## config.mk

```make
export PLATFORM = sky130hd
export DESIGN_NAME = adc_sequencing_control
export DESIGN_NICKNAME = d
export VERILOG_FILES = /design/src/design/adc_seq_pkg.sv /design/src/design/sar_core.sv /design/src/design/adc_sequencing_control.sv
export VERILOG_INCLUDE_DIRS = /design/src /design/src/design
export SDC_FILE = /design/constraint.sdc
export NUM_CORES = 1
export LEC_CHECK = 0
export BUFFER_PORTS_ARGS = -buffer_cell sky130_fd_sc_hd__buf_4
export CAP_MARGIN = 40
export CELL_PAD_IN_SITES_DETAIL_PLACEMENT = 1
export CELL_PAD_IN_SITES_GLOBAL_PLACEMENT = 2
export CORE_AREA = 2 2 125 127
export CTS_CLUSTER_DIAMETER = 80
export CTS_CLUSTER_SIZE = 12
export DETAILED_ROUTE_END_ITERATION = 6
export DIE_AREA = 0 0 127 129
export GPL_ROUTABILITY_DRIVEN = 0
export PLACE_DENSITY_LB_ADDON = 0.25
export SLEW_MARGIN = 40
export SYNTH_ARGS = -nofsm -noshare
export SYNTH_HDL_FRONTEND = slang
export SYNTH_SLANG_ARGS = --single-unit
```

## constraint.sdc

```tcl
create_clock -name clk -period 4.7 [get_ports clk]
set_input_delay 0.705 -clock clk [delete_from_list [all_inputs] [get_ports clk]]
set_output_delay 0.705 -clock clk [all_outputs]
set_load 0.005 [all_outputs]
```

## src/design/adc_seq_regs.svh

```systemverilog
`ifndef ADC_SEQ_REGS_SVH
`define ADC_SEQ_REGS_SVH

// Register byte offsets
`define OFS_MODE 8'h00
`define OFS_CHAN 8'h04
`define OFS_RESULT 8'h08
`define OFS_STATUS 8'h0c
`define OFS_PORT 8'h10

// Mode register fields
`define MODE_RUN_BIT 7
`define MODE_SPEED_HI 5
`define MODE_SPEED_LO 3
`define MODE_CE_BIT 0

// Channel select field
`define CHAN_HI 1

// Status register fields
`define STAT_FLAG_BIT 0
`define STAT_SUSPECT_BIT 1
`define STAT_BUSY_BIT 2

// Reset values
`define MODE_RESET 8'h00
`define CHAN_RESET 2'h0

// Timing
`define CLK_MHZ 250
`define SETTLE_US 14
`define SETTLE_CYCLES (`SETTLE_US * `CLK_MHZ)
`define BIT_CYCLES_BASE 4
`define SAMPLE_BIT_SLOTS 2

`endif

```

## src/design/adc_seq_pkg.sv

```systemverilog
package adc_seq_pkg;

    // Mode register contents
    typedef struct packed {
        logic run;
        logic [2:0] speed;
        logic ce;
    } mode_t;

    // Converter sequencing states
    typedef enum logic [1:0] {
        ST_IDLE,
        ST_SAMPLE,
        ST_CONVERT
    } sar_state_t;

endpackage

```

## src/design/sar_core.sv

```systemverilog
`timescale 1ns/10ps
`include "adc_seq_regs.svh"

module sar_core
    import adc_seq_pkg::*;
#(
    parameter int RES = 10
)
(
    input wire logic clk, // System clock
    input wire logic srst, // Synchronous reset
    input wire logic run, // Converter running
    input wire logic restart, // Abort and start over
    input wire logic [2:0] speed, // Conversion speed field
    input wire logic comp, // Synchronised comparator output
    output logic sampling, // Sampling phase active
    output logic busy, // Sampling or converting
    output logic [RES-1:0] dac_code, // Trial code to the DAC
    output logic done, // One-cycle end of conversion
    output logic [RES-1:0] result // Final code, valid with done
);

    generate
        if (RES < 2 || RES > 16)
        begin : g_check
            $error("sar_core: RES out of range");
        end
    endgenerate

    sar_state_t state, next_state;
    logic [11:0] cnt, next_cnt;
    logic [3:0] bit_idx, next_bit_idx;
    logic [RES-1:0] next_dac_code, next_result;
    logic next_done, next_sampling, next_busy;
    logic [11:0] bit_cycles;

    // Cycles per decided bit from the speed field
    function automatic logic [11:0] cycles_per_bit(input logic [2:0] sp);
        cycles_per_bit = 12'(`BIT_CYCLES_BASE) << sp;
    endfunction

    assign bit_cycles = cycles_per_bit(speed);

    // Sequencing: sample for two bit slots, then one slot per bit
    always_comb
    begin
        next_state = state;
        next_cnt = cnt;
        next_bit_idx = bit_idx;
        next_dac_code = dac_code;
        next_result = result;
        next_done = 1'b0;
        case (state)
            ST_IDLE:
            begin
                if (run)
                begin
                    next_state = ST_SAMPLE;
                    next_cnt = 12'(`SAMPLE_BIT_SLOTS) * bit_cycles - 12'h001;
                end
            end
            ST_SAMPLE:
            begin
                if (cnt == 12'h000)
                begin
                    next_state = ST_CONVERT;
                    next_bit_idx = 4'(RES - 1);
                    next_dac_code = {1'b1, {(RES-1){1'b0}}};
                    next_cnt = bit_cycles - 12'h001;
                end
                else
                    next_cnt = cnt - 12'h001;
            end
            ST_CONVERT:
            begin
                if (cnt == 12'h000)
                begin
                    // Comparator low: trial too high, drop the bit
                    if (!comp)
                        next_dac_code[bit_idx] = 1'b0;
                    if (bit_idx == 4'h0)
                    begin
                        next_done = 1'b1;
                        next_result = next_dac_code;
                        next_state = ST_SAMPLE;
                        next_cnt = 12'(`SAMPLE_BIT_SLOTS) * bit_cycles - 12'h001;
                    end
                    else
                    begin
                        next_bit_idx = bit_idx - 4'h1;
                        next_dac_code[bit_idx - 4'h1] = 1'b1;
                        next_cnt = bit_cycles - 12'h001;
                    end
                end
                else
                    next_cnt = cnt - 12'h001;
            end
            default:
                next_state = ST_IDLE;
        endcase
        // Stop or a mode or channel write abandons the conversion
        if (!run || restart)
        begin
            next_state = ST_IDLE;
            next_done = 1'b0;
        end
        next_sampling = (next_state == ST_SAMPLE);
        next_busy = (next_state != ST_IDLE);
    end

    // State registers
    always_ff @(posedge clk)
    begin
        if (srst)
        begin
            state <= ST_IDLE;
            cnt <= 12'h000;
            bit_idx <= 4'h0;
            dac_code <= '0;
            result <= '0;
            done <= 1'b0;
            sampling <= 1'b0;
            busy <= 1'b0;
        end
        else
        begin
            state <= next_state;
            cnt <= next_cnt;
            bit_idx <= next_bit_idx;
            dac_code <= next_dac_code;
            result <= next_result;
            done <= next_done;
            sampling <= next_sampling;
            busy <= next_busy;
        end
    end

endmodule

```

## src/design/adc_sequencing_control.sv

```systemverilog
`timescale 1ns/10ps
`include "adc_seq_regs.svh"

module adc_sequencing_control
    import adc_seq_pkg::*;
#(
    parameter int RES = 10,
    parameter int SETTLE_CYCLES = `SETTLE_CYCLES
)
(
    input wire logic clk, // 250 MHz clock
    input wire logic srst, // Synchronous reset
    input wire logic wb_cyc_i, // Bus cycle
    input wire logic wb_stb_i, // Bus strobe
    input wire logic wb_we_i, // Write enable
    input wire logic [7:0] wb_adr_i, // Byte address
    input wire logic [3:0] wb_sel_i, // Byte lanes
    input wire logic [31:0] wb_dat_i, // Write data
    output logic [31:0] wb_dat_o, // Read data
    output logic wb_ack_o, // Acknowledge
    input wire logic comp_in, // Analog comparator output
    input wire logic [3:0] shared_port_pins, // Digital view of shared pins
    output logic [1:0] analog_mux_sel, // Selected analog input
    output logic comparator_power, // Comparator enable
    output logic sample_hold, // Sampling capacitor connected
    output logic [RES-1:0] dac_code, // Trial code to the DAC
    output logic [3:0] port_input_en, // Digital input buffers on
    output logic conversion_end_irq // One-cycle end of conversion
);

    generate
        if (RES != 10)
        begin : g_res_check
            $error("adc_sequencing_control: only 10-bit results are served");
        end
        if (SETTLE_CYCLES < 1 || SETTLE_CYCLES > 65535)
        begin : g_settle_check
            $error("adc_sequencing_control: SETTLE_CYCLES out of range");
        end
    endgenerate

    mode_t mode, next_mode;
    logic [1:0] next_chan;
    logic [RES-1:0] result, next_result;
    logic flag, next_flag;
    logic first_unsafe, next_first_unsafe;
    logic suspect, next_suspect;
    logic [15:0] settle_cnt, next_settle_cnt;
    logic [31:0] next_rdata;
    logic next_ack, next_irq;
    logic [3:0] next_port_en;
    logic comp_meta, comp_sync;
    logic [3:0] pins_meta, pins_sync;
    logic core_sampling, core_busy, core_done;
    logic [RES-1:0] core_result;
    logic access, wr, wr_mode, wr_chan, wr_stat, restart, store, settled;

    // Two-flop synchronisers for outside signals
    always_ff @(posedge clk)
    begin
        if (srst)
        begin
            comp_meta <= 1'b0;
            comp_sync <= 1'b0;
            pins_meta <= 4'h0;
            pins_sync <= 4'h0;
        end
        else
        begin
            comp_meta <= comp_in;
            comp_sync <= comp_meta;
            pins_meta <= shared_port_pins;
            pins_sync <= pins_meta;
        end
    end

    // Successive-approximation sequencer
    sar_core #(
        .RES(RES)
    ) u_core (
        .clk(clk),
        .srst(srst),
        .run(mode.run),
        .restart(restart),
        .speed(mode.speed),
        .comp(comp_sync),
        .sampling(core_sampling),
        .busy(core_busy),
        .dac_code(dac_code),
        .done(core_done),
        .result(core_result)
    );

    // Bus decode, taken once per request
    assign access = wb_cyc_i && wb_stb_i && !wb_ack_o;
    assign wr = access && wb_we_i && wb_sel_i[0];
    assign wr_mode = wr && (wb_adr_i == `OFS_MODE);
    assign wr_chan = wr && (wb_adr_i == `OFS_CHAN);
    assign wr_stat = wr && (wb_adr_i == `OFS_STATUS);
    assign restart = wr_mode || wr_chan;
    assign store = core_done && !restart;
    assign settled = (settle_cnt == 16'(SETTLE_CYCLES));

    // Register and status next values
    always_comb
    begin
        next_mode = mode;
        next_chan = analog_mux_sel;
        next_result = result;
        next_flag = flag;
        next_first_unsafe = first_unsafe;
        next_suspect = suspect;
        next_settle_cnt = settle_cnt;
        next_rdata = 32'h0000_0000;
        next_ack = access;
        next_irq = store;
        // Settling time after comparator enable
        if (!mode.ce)
            next_settle_cnt = 16'h0000;
        else if (!settled)
            next_settle_cnt = settle_cnt + 16'h0001;
        if (wr_mode)
        begin
            next_mode.run = wb_dat_i[`MODE_RUN_BIT];
            next_mode.speed = wb_dat_i[`MODE_SPEED_HI:`MODE_SPEED_LO];
            next_mode.ce = wb_dat_i[`MODE_CE_BIT];
            // Start too early or without the comparator
            if (wb_dat_i[`MODE_RUN_BIT] && !mode.run)
                next_first_unsafe = !(settled && wb_dat_i[`MODE_CE_BIT]);
        end
        if (wr_chan)
            next_chan = wb_dat_i[`CHAN_HI:0];
        // Clear by writing one; a new result wins
        if (wr_stat && wb_dat_i[`STAT_FLAG_BIT])
            next_flag = 1'b0;
        if (store)
        begin
            next_result = core_result;
            next_flag = 1'b1;
            next_suspect = first_unsafe;
            next_first_unsafe = 1'b0;
        end
        // Read data sampled before this edge's result update
        if (access && !wb_we_i)
        begin
            case (wb_adr_i)
                `OFS_MODE:
                begin
                    next_rdata[`MODE_RUN_BIT] = mode.run;
                    next_rdata[`MODE_SPEED_HI:`MODE_SPEED_LO] = mode.speed;
                    next_rdata[`MODE_CE_BIT] = mode.ce;
                end
                `OFS_CHAN:
                    next_rdata[`CHAN_HI:0] = analog_mux_sel;
                `OFS_RESULT:
                    next_rdata[RES-1:0] = result;
                `OFS_STATUS:
                begin
                    next_rdata[`STAT_FLAG_BIT] = flag;
                    next_rdata[`STAT_SUSPECT_BIT] = suspect;
                    next_rdata[`STAT_BUSY_BIT] = core_busy;
                end
                `OFS_PORT:
                    next_rdata[3:0] = pins_sync;
                default:
                    next_rdata = 32'h0000_0000;
            endcase
        end
        // Selected pin's digital buffer off while converting
        next_port_en = 4'hf;
        if (core_busy)
            next_port_en[analog_mux_sel] = 1'b0;
    end

    // Register file and output flops
    always_ff @(posedge clk)
    begin
        if (srst)
        begin
            mode <= mode_t'(5'h00);
            analog_mux_sel <= `CHAN_RESET;
            result <= '0;
            flag <= 1'b0;
            first_unsafe <= 1'b0;
            suspect <= 1'b0;
            settle_cnt <= 16'h0000;
            wb_dat_o <= 32'h0000_0000;
            wb_ack_o <= 1'b0;
            conversion_end_irq <= 1'b0;
            comparator_power <= 1'b0;
            sample_hold <= 1'b0;
            port_input_en <= 4'hf;
        end
        else
        begin
            mode <= next_mode;
            analog_mux_sel <= next_chan;
            result <= next_result;
            flag <= next_flag;
            first_unsafe <= next_first_unsafe;
            suspect <= next_suspect;
            settle_cnt <= next_settle_cnt;
            wb_dat_o <= next_rdata;
            wb_ack_o <= next_ack;
            conversion_end_irq <= next_irq;
            comparator_power <= next_mode.ce;
            sample_hold <= core_sampling;
            port_input_en <= next_port_en;
        end
    end

endmodule

```

==> summary.md <==
| Metric | Value |
|---|---|
| Post-synthesis sequential area ratio | `0.4021` |
| Final core utilization | `0.3949` |
| Clock network power share | `0.454` |
| Global route total overflow | `0` |
| Synth top cells by count | `104 x dfxtp_1, 71 x nor2_1, 63 x nand2_1` |
| Post-Synth Simple-Gate Area | `0.2504` |
| DRT Pass-1 Iters | `4` |
| Main combinational cell family by area after synthesis | `simple AND/OR/NAND/NOR gates` |
| Seq pwr share | `0.518` |
| Initial antenna violation count | `0` |
| Top cell type's share of synthesized area | `0.4021` |
| Gate power share | `0.028` |
| P_int | `1.324 mW` |
| Maximum number of pins on one net before global-route repair | `61` |
| Max Cap Violations | `0` |
| Power per cell area | `289.1 nW/µm²` |
| Startpoint Class | `register` |
| Clk_lat worst skew | `360 ps` |
| Post-route ant nets | `0` |
| Final worst path period need | `2942 ps` |
| DIE HEIGHT | `129 µm` |
| Vias in the first global route | `4325` |
| RSZ-0062 raised after global routing | `false` |
| Area contributors post-synth | `dfxtp_1 40%, nor2_1 5.1%, nand2_1 4.6%` |
| Clock Path Buffers | `2` |
| CP max-delay cell | `nand4_1` |
| HPWL Detailed | `10.17 mm` |
| Synth async-reset ratio | `0` |
| Worst-path clk slew | `70 ps` |
| Post-CTS Hold Buffers | `0` |
| Post-Syn Area | `5177 µm²` |
| Synth Area in Compound Gates | `0.1520` |
| Dpl cell area | `5595 µm²` |
| Crit-path max cell delay | `620 ps` |
| Endpoint type of the worst setup path | `register` |
| DRC viols | `0` |
| Post-route cell area | `5914 µm²` |
| Fillers | `1797` |
| Die footprint | `16380 µm²` |
| Routed WL per cell | `16.82 µm` |
| First-pass GRT wire length | `22.69 mm` |
| Crit path max fanout | `14` |
| Post-CTS setup buffers | `0` |
| Leak | `2.251 nW` |
| CTS H-Tree Depth | `3` |
| Core area | `14980 µm²` |
| CTS root buf | `clkbuf_16` |
| Synth cell types | `63` |
| # IOs | `106` |
| Run status | `finished clean` |
| Most frequent cell after synthesis | `dfxtp_1` |
| Drt total wl | `14.18 mm` |
| Seq cells post-synth | `104` |
| Adder-cell share of the synthesized area | `0.03625` |
| Hold crit path type | `reg2reg` |
| Yosys top cell by area | `dfxtp_1` |
| Post-synthesis mux area share | `0.04906` |
| Chip width | `127 µm` |
| Synth Flop Type | `dfxtp_1` |
| Post-route setup TNS | `0 ps` |
| Gate Count Post-Synth | `619` |
| Fin crit share | `0.6260` |
| Layer with the highest usage | `met2` |
| # port buffers | `54` |
| # rows | `45` |
| Nets | `719` |
| WP data arrival | `3220 ps` |
| Setup violators final | `0` |
| Area Overhead vs Synth | `14.23%` |
| Share of cells above drive strength 1 | `0.1344` |
| Met3 usage | `0.04075` |
| PostCTS Resize Cnt | `0` |
| Worst Skew | `4.024 ps` |
| Slew headroom | `0.4950` |
| Slew @ Worst Pin | `756.6 ps` |
| Number of synthesized flops with an enable pin | `0` |
| Crit path cell chain | `inv_1 > ha_1 > nor4bb_1 > nand4_1 > a21oi_1 > nand2_1 > a31oi_1` |
| Met1 usage | `0.2315` |
| Iter 0 DRT Violations | `267` |
| Post-Synth XOR/XNOR Area | `0.03891` |
| Starting Density | `0.3457` |
| Final hold vios | `0` |
| Mean cell area of the mapped netlist | `8.364 µm²` |
| GRT Total Usage | `0.1748` |
| Num CTS Buffers | `9` |
| CTS sink cnt | `104` |
| Slew Viols, Final | `0` |
| Vias/cell | `5.200` |
| N_diodes | `0` |
| Crit path kind | `reg2reg` |
| Net Sw Frac | `0.2255` |
| DR vias | `4384` |
| Met2 Resource Use GR | `0.2837` |
| Worst vdd ir | `166.2 µV` |
| CTS tree | `built` |
| Net Sw Power | `385.6 µW` |
| Fmax | `0.3399 GHz` |
| Warnings from Yosys | `0` |
| Worst EP required | `4980 ps` |
-- final timing paths --
| kind | cells after the start | end | from | slack, ps |
|---|---|---|---|---|
| worst max-delay path | 7 | u_core.cnt[11] | u_core.bit_idx[0] | 1760 |
| worst min-delay path | 1 | pins_sync[0] | pins_meta[0] | 440 |
| worst max register to register | 7 | u_core.cnt[11] | u_core.bit_idx[0] | 1760 |
| worst min register to register | 1 | pins_sync[0] | pins_meta[0] | 440 |
-- power by group through the flow --
stage	Clock (mW)	Sequential, mW	Combinational [mW]
4_1_cts	0.804	0.887	0.0481
3_5_place_dp	0	0.907	0.0477
6_report	0.776	0.887	0.0478
5_1_grt	0.835	0.887	0.0534
3_3_place_gp	0	0.908	0.0470
2_1_floorplan	0	0.906	0.0368
-- final cells by class --
cell class / count / area [µm²] / area share
Tap cell: 188 / 235.2 / 0.03977
Multi-Input combinational cell: 465 / 2831 / 0.4787
Timing Repair Buffer: 55 / 412.9 / 0.06981
Clock buffer: 11 / 232.7 / 0.03935
Clock inverter: 5 / 63.81 / 0.01079
Inverter: 15 / 56.30 / 0.009520
Sequential cell: 104 / 2082 / 0.3520
-- cells by family after synthesis --
family	Yosys count
XOR/XNOR	23
adder cells (fa/ha/maj)	15
flip-flops	104
AO/OA/AOI/OAI	123
AND/OR/NAND/NOR	257
multiplexers	25
other	1
buffers and inverters	71
-- critical path, delay by kind of cell (launching register included) --
kind	cells	cell delay [ps]
compound gates	2	560
flops	1	380
simple gates	3	1340
buf+inv	1	150
fa+ha+maj	1	440
-- through the flow --
step	instances	power, mW	setup slack (ps)	hold WS [ps]
2_1_floorplan	640	0.9432	2099	410.4
3_3_place_gp	827	0.9546	1734	422.1
3_5_place_dp	827	0.9551	1745	424.7
4_1_cts	843	1.739	1741	442.5
5_1_grt	843	1.775	1492	461.8
6_report	843	1.710	1758	442.8
-- layer usage --
layer | up-vias | share of wire
met3 | 15 | 0.036
met5 | - | 0
met2 | 91 | 0.45
met1 | 2080 | 0.49
li1 | 2198 | -
met4 | 0 | 0.017
-- flip-flops by register name, indices dropped and copies added, names as in the netlist, 5 cells and up --
| signal | count |
|---|---|
| mode | 5 |
| result | 10 |
| settle_cnt | 16 |
| u_core.cnt | 12 |
| u_core.dac_code | 10 |
| u_core.result | 10 |
| wb_dat_o | 10 |
-- layout by cell type, fill, tap and decap left out, types with 4 or more instances in the layout --
| cell type | instances |
|---|---|
| mux2i_1 | 22 |
| nand2_1 | 63 |
| xor2_1 | 10 |
| a31oi_1 | 12 |
| and2_1 | 5 |
| o21ai_0 | 26 |
| nor3_1 | 19 |
| nor2b_1 | 16 |
| and3_1 | 6 |
| a211oi_1 | 4 |
| o211ai_1 | 4 |
| a21oi_1 | 39 |
| conb_1 | 22 |
| dfxtp_1 | 104 |
| nand4_1 | 11 |
| o2bb2ai_1 | 7 |
| clkbuf_16 | 9 |
| xnor2_1 | 13 |
| buf_4 | 55 |
| or3_1 | 8 |
| nand2b_1 | 4 |
| nor4_1 | 4 |
| nand3b_1 | 4 |
| nor2_1 | 71 |
| inv_1 | 15 |
| ha_1 | 15 |
| and4_1 | 4 |
| nand3_1 | 20 |
(Power assumes the default switching activity.)
